===== src/core/adc_link_params.svh =====
`ifndef ADC_LINK_PARAMS_SVH
`define ADC_LINK_PARAMS_SVH

// ****************************************
// control byte layout
// ****************************************
`define CB_START        7
`define CB_SEL_HI       6
`define CB_SEL_MID      5
`define CB_SEL_LO       4
`define CB_POLARITY     3
`define CB_INPUT_CFG    2
`define CB_PC_HI        1
`define CB_PC_LO        0
`define CB_BITS         4'h8
`define TRACK_BIT       4'h5
`define CONV_SCLKS      4'hF
`define RESULT_BITS     10
`define COM_CODE        4'h8
`define FRAME_SCLKS     5'h18
`define RES_MSB_POS     14
`define RES_LSB_POS     5

// ****************************************
// timing
// ****************************************
`define CLK_NS          20
`define T_ACQ_MIN_NS    1500
`define ACQ_SCLKS       3
`define SCLK_HALF_CYC   ((`T_ACQ_MIN_NS + 2 * `ACQ_SCLKS * `CLK_NS - 1) / (2 * `ACQ_SCLKS * `CLK_NS))
`define T_CONV_INT_NS   7500
`define CONV_INT_CYC    (`T_CONV_INT_NS / `CLK_NS)
`define CONV_CNT_W      16

// ****************************************
// controller registers
// ****************************************
`define REG_CTRL        4'h0
`define REG_STATUS      4'h4
`define REG_MASK        4'h8
`define REG_RESULT      4'hC
`define EV_DONE         0
`define EV_REJECT       1
`define ST_BUSY         2

`endif


===== src/core/adc_link_pkg.sv =====
package adc_link_pkg;
  `include "adc_link_params.svh"

  typedef enum logic [1:0] {
    PH_HUNT = 2'b00,
    PH_CTRL = 2'b01,
    PH_SKIP = 2'b10
  } in_phase_t;

  typedef enum logic [1:0] {
    OS_IDLE  = 2'b00,
    OS_MSB   = 2'b01,
    OS_CONV  = 2'b10,
    OS_SHIFT = 2'b11
  } out_phase_t;

  typedef enum logic [1:0] {
    PC_FULL_PD = 2'b00,
    PC_FAST_PD = 2'b01,
    PC_INT_CLK = 2'b10,
    PC_EXT_CLK = 2'b11
  } power_clock_t;

  typedef enum logic [1:0] {
    H_IDLE = 2'b00,
    H_RUN  = 2'b01,
    H_WAIT = 2'b10,
    H_TAIL = 2'b11
  } host_phase_t;

  typedef struct packed {
    logic [1:0]             cs_sync;
    logic [2:0]             ck_sync;
    logic [1:0]             di_sync;
    in_phase_t              in_ph;
    logic [3:0]             bit_cnt;
    logic [7:0]             ctrl;
    out_phase_t             out_ph;
    logic [3:0]             out_cnt;
    logic [`RESULT_BITS-1:0] res;
    logic [`CONV_CNT_W-1:0] conv_cnt;
    power_clock_t           pc;
    logic [2:0]             pos_ch;
    logic [3:0]             neg_ch;
    logic                   unipolar;
    logic                   dout;
    logic                   strb;
    logic                   track;
    logic                   taken;
    logic                   powered_down;
  } dev_state_t;

  typedef struct packed {
    logic                   aw_hold;
    logic [3:0]             aw_addr;
    logic                   w_hold;
    logic [31:0]            w_data;
    logic                   w_lane0;
    logic                   bvalid;
    logic [1:0]             bresp;
    logic                   rvalid;
    logic [31:0]            rdata;
    logic [1:0]             rresp;
    logic [7:0]             ctrl_byte;
    logic [1:0]             status;
    logic [1:0]             mask;
    logic [`RESULT_BITS-1:0] result;
    host_phase_t            ph;
    logic [7:0]             div;
    logic [4:0]             bit_cnt;
    logic [7:0]             tx;
    logic [23:0]            rx;
    logic [1:0]             do_sync;
    logic [1:0]             st_sync;
    logic                   saw_low;
    logic                   sclk;
    logic                   cs_n;
    logic                   din;
  } host_state_t;
endpackage : adc_link_pkg


===== src/core/adc_link_if.sv =====
`timescale 1ns/1ns
interface adc_link_if;
  logic sclk;
  logic cs_n;
  logic din;
  logic dout_o;
  logic dout_oe;
  logic strb_o;
  logic strb_oe;
  logic dout;
  logic strb;

  // released pins read low, as if pulled down
  assign dout = dout_oe ? dout_o : 1'b0;
  assign strb = strb_oe ? strb_o : 1'b0;

  modport device (input sclk, input cs_n, input din,
                  output dout_o, output dout_oe, output strb_o, output strb_oe);
  modport host   (output sclk, output cs_n, output din, input dout, input strb);
endinterface : adc_link_if


===== src/core/adc_serial_device.sv =====
`timescale 1ns/1ns
// Operation
// - zeros ignored until start bit arrives
// - first one is control byte MSB
// - one din bit per sclk rise
// - control byte fields decoded by position
// - single-ended channel map, negative is common
// - host sends control byte per conversion
// - all-ones byte converts channel seven externally
// - external mode strobe high one period before MSB
// - fifteen sclk cycles per conversion
// - outputs change only on sclk falls, except the internal mode strobe rise at conversion end
// - host uses clock polarity/phase zero
// - host uses three byte transfers
// - host keeps acquisition at least 1.5us
// - differential pairs, bit six picks polarity
// - internal mode strobe low while converting
// - track after fifth bit, hold after eighth
// - dout released while chip select high
module adc_serial_device
  import adc_link_pkg::*;
#(
  parameter int CONV_CYCLES_INT = `CONV_INT_CYC
) (
  input  wire logic                    aclk,
  input  wire logic                    aresetn,
  adc_link_if.device                   link,
  input  wire logic [`RESULT_BITS-1:0] sample_data,
  output      logic                    sample_taken,
  output      logic                    tracking,
  output      logic [2:0]              pos_channel,
  output      logic [3:0]              neg_channel,
  output      logic                    unipolar,
  output      logic [1:0]              power_clock_mode,
  output      logic                    powered_down
);

  localparam logic [`CONV_CNT_W-1:0] CONV_LAST = `CONV_CNT_W'(CONV_CYCLES_INT - 1);

  dev_state_t r_r;
  dev_state_t r_nxt;

  logic cs_high;
  logic sclk_rise;
  logic sclk_fall;
  logic din_s;

  // ****************************************
  // channel decode
  // ****************************************
  function automatic logic [6:0] decode_channels(input logic [7:0] cb);
    logic [2:0] pos;
    logic [3:0] neg;
    pos = 3'h0;
    neg = `COM_CODE;
    if (cb[`CB_INPUT_CFG]) begin
      pos = {cb[`CB_SEL_MID], cb[`CB_SEL_LO], cb[`CB_SEL_HI]};
      neg = `COM_CODE;
    end else begin
      pos = {cb[`CB_SEL_MID], cb[`CB_SEL_LO], cb[`CB_SEL_HI]};
      neg = {1'b0, cb[`CB_SEL_MID], cb[`CB_SEL_LO], ~cb[`CB_SEL_HI]};
    end
    decode_channels = {pos, neg};
  endfunction : decode_channels

  // ****************************************
  // pin sampling
  // ****************************************
  // logic reads only the second stage; the third sclk stage keeps edge history
  assign cs_high   = r_r.cs_sync[1];
  assign din_s     = r_r.di_sync[1];
  assign sclk_rise = r_r.ck_sync[1] & ~r_r.ck_sync[2];
  assign sclk_fall = ~r_r.ck_sync[1] & r_r.ck_sync[2];

  // ****************************************
  // next state
  // ****************************************
  always_comb begin
    r_nxt         = r_r;
    r_nxt.cs_sync = {r_r.cs_sync[0], link.cs_n};
    r_nxt.ck_sync = {r_r.ck_sync[1:0], link.sclk};
    r_nxt.di_sync = {r_r.di_sync[0], link.din};
    r_nxt.taken   = 1'b0;

    // internal clock conversion runs on aclk, not on sclk
    if (r_r.out_ph == OS_CONV) begin
      if (r_r.conv_cnt == CONV_LAST) begin
        r_nxt.strb   = 1'b1;
        r_nxt.out_ph = OS_MSB;
      end else begin
        r_nxt.conv_cnt = r_r.conv_cnt + `CONV_CNT_W'(1);
      end
    end

    if (cs_high) begin
      r_nxt.in_ph   = PH_HUNT;
      r_nxt.bit_cnt = 4'h0;
      r_nxt.track   = 1'b0;
      r_nxt.out_ph  = OS_IDLE;
      r_nxt.dout    = 1'b0;
    end else if (sclk_rise) begin
      case (r_r.in_ph)
        PH_HUNT: begin
          if (din_s) begin
            r_nxt.ctrl         = 8'h01;
            r_nxt.bit_cnt      = 4'h1;
            r_nxt.in_ph        = PH_CTRL;
            r_nxt.powered_down = 1'b0;
          end
        end
        PH_CTRL: begin
          r_nxt.ctrl    = {r_r.ctrl[6:0], din_s};
          r_nxt.bit_cnt = r_r.bit_cnt + 4'h1;
          if (r_r.bit_cnt == `CB_BITS - 4'h1) begin
            r_nxt.in_ph = PH_SKIP;
          end
        end
        PH_SKIP: begin
          // din is don't-care until the conversion's last sclk
          r_nxt.bit_cnt = r_r.bit_cnt + 4'h1;
          if (r_r.bit_cnt == `CONV_SCLKS - 4'h1) begin
            r_nxt.in_ph   = PH_HUNT;
            r_nxt.bit_cnt = 4'h0;
          end
        end
        default: begin
          r_nxt.in_ph = PH_HUNT;
        end
      endcase
    end else if (sclk_fall) begin
      if (r_r.in_ph == PH_CTRL && r_r.bit_cnt == `TRACK_BIT) begin
        r_nxt.track = 1'b1;
      end
      if (r_r.in_ph == PH_SKIP && r_r.bit_cnt == `CB_BITS) begin
        r_nxt.track    = 1'b0;
        r_nxt.taken    = 1'b1;
        r_nxt.res      = sample_data;
        r_nxt.pc       = power_clock_t'(r_r.ctrl[`CB_PC_HI:`CB_PC_LO]);
        r_nxt.unipolar = r_r.ctrl[`CB_POLARITY];
        {r_nxt.pos_ch, r_nxt.neg_ch} = decode_channels(r_r.ctrl);
        case (power_clock_t'(r_r.ctrl[`CB_PC_HI:`CB_PC_LO]))
          PC_EXT_CLK: begin
            r_nxt.strb   = 1'b1;
            r_nxt.out_ph = OS_MSB;
          end
          PC_INT_CLK: begin
            r_nxt.strb     = 1'b0;
            r_nxt.conv_cnt = '0;
            r_nxt.out_ph   = OS_CONV;
          end
          default: begin
            // both power-down codes park the converter, no result
            r_nxt.powered_down = 1'b1;
            r_nxt.out_ph       = OS_IDLE;
          end
        endcase
      end
      case (r_r.out_ph)
        OS_MSB: begin
          if (r_r.pc == PC_EXT_CLK) begin
            r_nxt.strb = 1'b0;
          end
          r_nxt.dout    = r_r.res[`RESULT_BITS-1];
          r_nxt.res     = {r_r.res[`RESULT_BITS-2:0], 1'b0};
          r_nxt.out_cnt = 4'(`RESULT_BITS - 1);
          r_nxt.out_ph  = OS_SHIFT;
        end
        OS_SHIFT: begin
          if (r_r.out_cnt == 4'h0) begin
            r_nxt.dout   = 1'b0;
            r_nxt.out_ph = OS_IDLE;
          end else begin
            r_nxt.dout    = r_r.res[`RESULT_BITS-1];
            r_nxt.res     = {r_r.res[`RESULT_BITS-2:0], 1'b0};
            r_nxt.out_cnt = r_r.out_cnt - 4'h1;
          end
        end
        default: begin
        end
      endcase
    end
  end

  // ****************************************
  // state register
  // ****************************************
  always_ff @(posedge aclk) begin
    if (!aresetn) begin
      r_r         <= '0;
      r_r.cs_sync <= 2'b11;
      r_r.pc      <= PC_EXT_CLK;
      r_r.neg_ch  <= `COM_CODE;
    end else begin
      r_r <= r_nxt;
    end
  end

  // ****************************************
  // outputs
  // ****************************************
  // release follows the synchronised select, so it lags the pin by up to 2 aclk
  assign link.dout_o  = r_r.dout;
  assign link.dout_oe = ~cs_high;
  assign link.strb_o  = r_r.strb;
  assign link.strb_oe = ~cs_high | (r_r.pc == PC_INT_CLK);

  assign sample_taken     = r_r.taken;
  assign tracking         = r_r.track;
  assign pos_channel      = r_r.pos_ch;
  assign neg_channel      = r_r.neg_ch;
  assign unipolar         = r_r.unipolar;
  assign power_clock_mode = r_r.pc;
  assign powered_down     = r_r.powered_down;

endmodule : adc_serial_device


===== src/flat_wrapper.sv =====
// flat-port wrapper written by rule: the top's interface ports become plain ports
module adc_serial_device_flat import adc_link_pkg::*;
#(
  parameter int CONV_CYCLES_INT = `CONV_INT_CYC
)
  (aclk, aresetn, sample_data, sample_taken, tracking, pos_channel, neg_channel, unipolar, power_clock_mode, powered_down, link_sclk, link_cs_n, link_din, link_dout_o, link_dout_oe, link_strb_o, link_strb_oe);
  adc_link_if link_i ();
  input  wire logic aclk;
  input  wire logic aresetn;
  input  wire logic [`RESULT_BITS-1:0] sample_data;
  output      logic sample_taken;
  output      logic tracking;
  output      logic [2:0] pos_channel;
  output      logic [3:0] neg_channel;
  output      logic unipolar;
  output      logic [1:0] power_clock_mode;
  output      logic powered_down;
  input wire logic [$bits(link_i.sclk)-1:0] link_sclk;
  input wire logic [$bits(link_i.cs_n)-1:0] link_cs_n;
  input wire logic [$bits(link_i.din)-1:0] link_din;
  output wire logic [$bits(link_i.dout_o)-1:0] link_dout_o;
  output wire logic [$bits(link_i.dout_oe)-1:0] link_dout_oe;
  output wire logic [$bits(link_i.strb_o)-1:0] link_strb_o;
  output wire logic [$bits(link_i.strb_oe)-1:0] link_strb_oe;
  assign link_i.sclk = link_sclk;
  assign link_i.cs_n = link_cs_n;
  assign link_i.din = link_din;
  assign link_dout_o = link_i.dout_o;
  assign link_dout_oe = link_i.dout_oe;
  assign link_strb_o = link_i.strb_o;
  assign link_strb_oe = link_i.strb_oe;
  adc_serial_device #(.CONV_CYCLES_INT(CONV_CYCLES_INT)) u_core (.aclk(aclk), .aresetn(aresetn), .link(link_i), .sample_data(sample_data), .sample_taken(sample_taken), .tracking(tracking), .pos_channel(pos_channel), .neg_channel(neg_channel), .unipolar(unipolar), .power_clock_mode(power_clock_mode), .powered_down(powered_down));
endmodule

===== config.mk =====
export PLATFORM = sky130hd
export DESIGN_NAME = adc_serial_device_flat
export DESIGN_NICKNAME = d
export VERILOG_FILES = /design/src/core/adc_link_pkg.sv /design/src/core/adc_link_if.sv /design/src/core/adc_serial_device.sv /design/src/flat_wrapper.sv
export VERILOG_INCLUDE_DIRS = /design/src /design/src/core
export SDC_FILE = /design/constraint.sdc
export NUM_CORES = 1
export LEC_CHECK = 0
export BUFFER_PORTS_ARGS = -buffer_cell sky130_fd_sc_hd__buf_2
export CAP_MARGIN = 20
export CORE_MARGIN = 5
export CORE_UTILIZATION = 50
export DETAILED_ROUTE_END_ITERATION = 10
export MAX_ROUTING_LAYER = met4
export PLACE_DENSITY = 0.82
export SLEW_MARGIN = 20
export SYNTH_ARGS = -nofsm -noshare
export SYNTH_HDL_FRONTEND = slang
export SYNTH_SLANG_ARGS = --single-unit

===== constraint.sdc =====
create_clock -name aclk -period 1.7 [get_ports aclk]
set_clock_uncertainty 0.1 [all_clocks]
set_input_delay 0.51 -clock aclk [delete_from_list [all_inputs] [get_ports aclk]]
set_output_delay 0.51 -clock aclk [all_outputs]
set_load 0.01 [all_outputs]

==> qor.csv, run 1 <==
metric,value,unit
"Async S/R FF share, synth",0,%
status,"finished, violations left",
first-pass GRT wire length,13400,um
P&R area growth vs syn,30.3,%
# diodes,0,
H-Tree Depth,3,
Syn Std Cell Area,0.00330,mm2
Die Wd,91.2,um
Final Util,67.3,%
transition time of the tightest slew-check pin,0.485,ns
DP HPWL,5650,um
number of enable flip-flop cells after synthesis,0,
area of the core,0.00639,mm2
final setup margin,-0.139,ns
final hold slack,0.225,ns
number of fill cells,436,
worst skew pair latency,0.36,ns
critical path startpoint category,flip-flop,
max-slew violations,0,
"area leader, netlist",dfxtp_1,
fin crit share,108,%
CTS Buffer Depth,2,
"commonest non-fill, non-tap cell in the layout",buf_4,
initial DRC count,323,
Sinks on Clock Net,67,
crit path DAT,2.02,ns
Synth Net Count,406,
Top delay family on crit path,simple AND/OR/NAND/NOR gates,
TritonRoute pass-1 iters,5,
initial antenna violation count,0,
vias in the first global route,2994,
DR vias,3162,
WP buf/inv,1,
die area,0.00832,mm2
Site Rows,29,
P_leak,1.72,nW
Syn Area/Cell,8.70,um2
# DRC,0,
gr ovfl total,0,
I/O Buffers,31,
Inserted Clock Buffers,9,
Worst Setup End Kind,flip-flop,
"commonest non-fill, non-tap cells in the layout","buf_4 (56), dfxtp_1 (55), nor2_1 (36)",
Routed WL per cell,16.9,um
RSZ-0062 raised after global routing,true,
Slew Limit Headroom,67.7,%
Main synth FF type,dfxtp_1,
Via density,5.88,
GRT Resource Usage Total,20.0,%
share of the synthesized area in the top cell type,40.7,%
vertical die dimension,91.2,um
multi-input logic area,0.00191,mm2
"Net count, final",483,
CTS root buf,clkbuf_8,
"CTS clk-pin slew, worst paths",0.08,ns
"top cells by area, synth","dfxtp_1 (41%), nor2_1 (4.7%), ha_1 (4.6%)",
Crit path largest cell delay,0.51,ns
largest net degree at the start of global routing,19,
setup violators final,21,
Total Wirelength,9100,um
Top-Level Pins,32,
worst path required time,1.88,ns
maximum VDD drop,603,uV
global placer's final weighted congestion,0.859,
worst-path fanout max,6,
Setup CP Type,flip-flop to flip-flop,
sequential area share after synthesis,40.7,%
Final Hold Violating Endpoints,0,
Routed Antenna Nets,0,
post-route cell area,0.00430,mm2
flip-flop and latch area,0.00136,mm2
Hold Crit Class,primary input to flip-flop,
pwr dens,699,mW/mm2
Synth Register Bits,67,
Final min period,1.84,ns
CP cell instances,"or3b_1, buf_4, nor3_1, nand4_1, a21oi_1",
"Distinct cells, synth",53,
max-cap viol count,0,
fmax,0.544,GHz
CTS tree,built,
layout cells sized above 1,37.5,%
slowest CP cell,or3b_1,
failing checks,negative setup slack,
Syn Inst Count,379,
DP Area,0.00383,mm2
Initial Utilization,51.6,%
Ys Warns,0,
==> worst reg2reg max path, stage by stage, from the launching register on <==
cell and delay (ns):
dfxtp_1 0.35, or3b_1 0.51, buf_4 0.20, nor3_1 0.29
nand4_1 0.17, a21oi_1 0.15
==> cell type report <==
class	count	share of cell area (%)
Clock buffer	9	2.88
Clock inverter	7	1.60
Inverter	25	2.24
Multi-Input combinational cell	261	44.4
Sequential cell	67	31.7
Tap cell	77	2.24
Timing Repair Buffer	92	14.9
==> routing by layer <==
| layer | track usage [%] | part of all wire, % | up-vias |
|---|---|---|---|
| li1 | - | - | 1493 |
| met1 | 23.3 | 42 | 1514 |
| met2 | 33.5 | 50 | 118 |
| met3 | 5.12 | 5.3 | 37 |
| met4 | 6.97 | 3.0 | 0 |
| met5 | - | 0 | - |
==> kinds of logic after synthesis <==
group,after synthesis,synth area share [%]
AO/OA/AOI/OAI,75,16.0
XOR/XNOR,8,2.12
adder cells (fa/ha/maj),12,4.55
buffers and inverters,52,7.21
flip-flops,67,40.7
multiplexers,11,3.34
AND/OR/NAND/NOR,154,26.1
==> power by group <==
group	leakage, nW	internal, mW	total, mW	switching (mW)
Clock	0.0950	0.671	1.33	0.663
Sequential	0.546	1.57	1.58	0.00700
Combinational	1.08	0.0365	0.0909	0.0544
==> sequential cells by signal (all words and copies together), names as in the netlist <==
signal,count
u_core.r_r,46
u_core.neg_channel,4
u_core.r_nxt,4
u_core.pos_channel,3
u_core.power_clock_mode,2
u_core.cs_high,1
u_core.din_s,1
u_core.link.dout_o,1
u_core.link.strb_o,1
u_core.powered_down,1
u_core.sample_taken,1
u_core.tracking,1
u_core.unipolar,1
==> through the flow <==
stage,cells,setup TNS (ns),setup slack (ns),power [mW]
CTS,533,-0.257,-0.0792,2.99
global placement,513,-0.304,-0.0376,1.69
floorplan,379,0,0.00330,1.65
detailed placement,513,-1.59,-0.130,1.70
global route,538,-2.73,-0.204,3.10
finish,538,-0.753,-0.139,3.00
==> Yosys cell counts, drive strengths merged (3+ instances only) <==
cell,count
o21ai,10
nor3,9
xnor2,6
nand3,11
o31ai,4
nor2,41
a22oi,6
o221a,10
nand4,13
a31oi,3
nand2,29
buf,14
a211oi,3
a221oi,3
or3,8
a21oi,25
nor2b,6
dfxtp,67
clkbuf,13
ha,12
a311oi,3
nand4b,3
nand3b,5
or4,6
inv,25
mux2i,11
and2,5
nand2b,6
==> path summary, 6_finish.rpt <==
path	startpoint	endpoint	slack [ns]	cells past startpoint
worst max-delay path	u_core.r_nxt[65]$_SDFF_PN0_	u_core.r_r[43]$_SDFFE_PN0P_	-0.14	5
worst min-delay path	link_cs_n	u_core.r_nxt[67]$_SDFF_PN1_	0.23	2
worst max register to register	u_core.r_nxt[65]$_SDFF_PN0_	u_core.r_r[43]$_SDFFE_PN0P_	-0.14	5
worst min register to register	u_core.r_nxt[62]$_SDFF_PN0_	u_core.din_s$_SDFF_PN0_	0.35	1
==> timing repair <==
action	CTS	global route
setup endpoints to repair	42	54
setup buffers	4	4
hold buffers	0	0
pin swaps	10	10
gates resized for setup	25	31
cloned	0	1
(Power assumes the default switching activity.)
==> run 2, diff against run 1 <==
Settings changed: CORE_ASPECT_RATIO set to 1.1, CORE_UTILIZATION 50 to 53, GPL_ROUTABILITY_DRIVEN set to 0, PLACE_DENSITY 0.82 to 0.85.
==> qor.csv, run 2 (same netlist as run 1, synthesis figures left out) <==
metric,value,unit,change
"commonest non-fill, non-tap cell in the layout",buf_4,,
vertical die dimension,92.7,um,+1.7%
initial antenna violation count,0,,unchanged
hold depth,2,,unchanged
max-slew violations,0,,unchanged
Post-Layout Cell Count,542,,+0.74%
die area,0.00790,mm2,-5.0%
pwr dens,661,mW/mm2,-5.5%
hold-fix buffer count after cts,0,,unchanged
Slew Limit Headroom,65.6,%,-2.1 points
Routed WL per cell,16.5,um,-2.6%
multi-input logic area,0.00198,mm2,+3.9%
Total Wirelength,8930,um,-1.9%
pre-CTS setup slack,-0.155,ns,-0.0246 ns
reg2reg setup slack,-0.05,ns,+0.09 ns
Via density,5.73,,-2.5%
max reg flops,46,,unchanged
Setup CP Type,flip-flop to flip-flop,,
max-cap viol count,0,,unchanged
DP HPWL,5540,um,-2.0%
Final Util,72.0,%,+4.7 points
Die Wd,85.2,um,-6.6%
number of fill cells,409,,-6.2%
Sinks on Clock Net,67,,unchanged
Initial Utilization,53.9,%,+2.3 points
transition time of the tightest slew-check pin,0.509,ns,+0.0241 ns
Top reg by flops,u_core.r_r,,
reg2reg end,u_core.r_r[46]$_SDFF_PP0_,,
Top-Level Pins,32,,unchanged
Worst Setup End Kind,flip-flop,,
critical path startpoint category,flip-flop,,
TritonRoute pass-1 iters,4,,-1
Final min period,1.75,ns,-0.0867 ns
DR vias,3107,,-1.7%
I/O Buffers,31,,unchanged
failing checks,negative setup slack,,
vias in the first global route,3019,,+0.84%
CTS root buf,clkbuf_8,,
crit path DAT,1.87,ns,-0.15 ns
Site Rows,30,,+3.4%
DP Area,0.00381,mm2,-0.49%
CTS tree,built,,
H-Tree Depth,3,,unchanged
"Net count, final",484,,+0.21%
final setup TNS,-0.117,ns,+0.636 ns
# diodes,0,,unchanged
RSZ-0062 raised after global routing,true,,
FF-to-FF Start,u_core.r_r[29]$_SDFF_PN0_,,
flip-flop and latch area,0.00138,mm2,+1.0%
layout cells sized above 1,42.4,%,+4.9 points
Routed Antenna Nets,0,,unchanged
area of the core,0.00612,mm2,-4.2%
initial DRC count,189,,-41%
r2r worst-path depth,5,,unchanged
worst-path fanout max,5,,-1
maximum VDD drop,414,uV,-31%
"CTS clk-pin slew, worst paths",0.08,ns,about the same
setup violators final,5,,-76%
# DRC,0,,unchanged
gr ovfl total,0,,unchanged
Hold Crit Endpoint,u_core.r_nxt[67]$_SDFF_PN1_,,
"commonest non-fill, non-tap cells in the layout","buf_4 (52), dfxtp_1 (48), nor2_1 (36)",,
worst path required time,1.82,ns,-0.06 ns
largest net degree at the start of global routing,17,,-2
Hold Startpoint,link_cs_n,,
fin crit share,103,%,-5.1 points
first-pass GRT wire length,14000,um,+4.6%
post-route cell area,0.00440,mm2,+2.5%
P_leak,1.72,nW,about the same
CTS Buffer Depth,2,,unchanged
worst skew pair latency,0.35,ns,about the same
placed insts,513,,unchanged
Final Hold Violating Endpoints,0,,unchanged
Hold Crit Class,primary input to flip-flop,,
final setup margin,-0.0527,ns,+0.0867 ns
GRT Resource Usage Total,22.7,%,+2.6 points
status,"finished, violations left",,
fmax,0.571,GHz,+4.9%
total power,2.91,mW,-3.2%
final hold slack,0.248,ns,+0.0224 ns
P&R area growth vs syn,33.5,%,
Inserted Clock Buffers,9,,unchanged
## run 2: report_power, final
part	total, mW	switching, mW	leakage (nW)	internal [mW]
clock network	1.23	0.626	0.0884	0.604
registers	1.58	0.00714	0.550	1.57
logic	0.102	0.0571	1.08	0.0450
total	2.91	0.690	1.72	2.22
## run 2: how the worst max path moves through the flow
stage	start	endpoint	slack, ns	cells after the start
2_1_floorplan	u_core.r_r[27]$_SDFF_PN0_	u_core.r_r[46]$_SDFF_PP0_	0.003	4
3_3_place_gp	u_core.r_r[60]$_SDFFE_PP0P_	u_core.r_r[50]$_SDFFE_PN0P_	-0.04	6
3_5_place_dp	u_core.r_r[60]$_SDFFE_PP0P_	u_core.r_r[50]$_SDFFE_PN0P_	-0.15	6
4_1_cts	u_core.r_r[29]$_SDFF_PN0_	u_core.r_r[46]$_SDFF_PP0_	-0.05	5
5_1_grt	u_core.r_r[29]$_SDFF_PN0_	u_core.r_r[46]$_SDFF_PP0_	-0.11	5
6_report	u_core.r_r[29]$_SDFF_PN0_	u_core.r_r[46]$_SDFF_PP0_	-0.05	5
## run 2: area by class of cell
cell class              instances  area share (%)
multi-input cells             261            45.1
flip-flops and latches         67            31.2
repair buffers                 93            15.2
clock buffers                  12            3.52
well taps                      80            2.27
inverters                      25            2.19
clock inverters                 4           0.568
## run 2: worst max-delay path: stages (launching register included)
cell and delay [ns]:
dfxtp_2 0.32, or4_4 0.54, nor4_4 0.24, buf_4 0.19, a211o_1 0.15, a311oi_2 0.08
## run 2: timing repair
action / CTS / global route
pin swaps: 11 / 17
endpoints found under the setup margin: 40 / 55
setup buffers: 3 / 6
resized for setup: 37 / 51
gates cloned: 2 / 2
## run 2: per-layer routing
| layer | GRT usage, % | vias to the layer above | wire length, um |
|---|---|---|---|
| met5 | - | - | 0 |
| met2 | 39.1 | 96 | 4730 |
| met3 | 5.43 | 27 | 362 |
| met1 | 24.9 | 1490 | 3520 |
| met4 | 9.37 | 0 | 315 |
| li1 | - | 1494 | - |
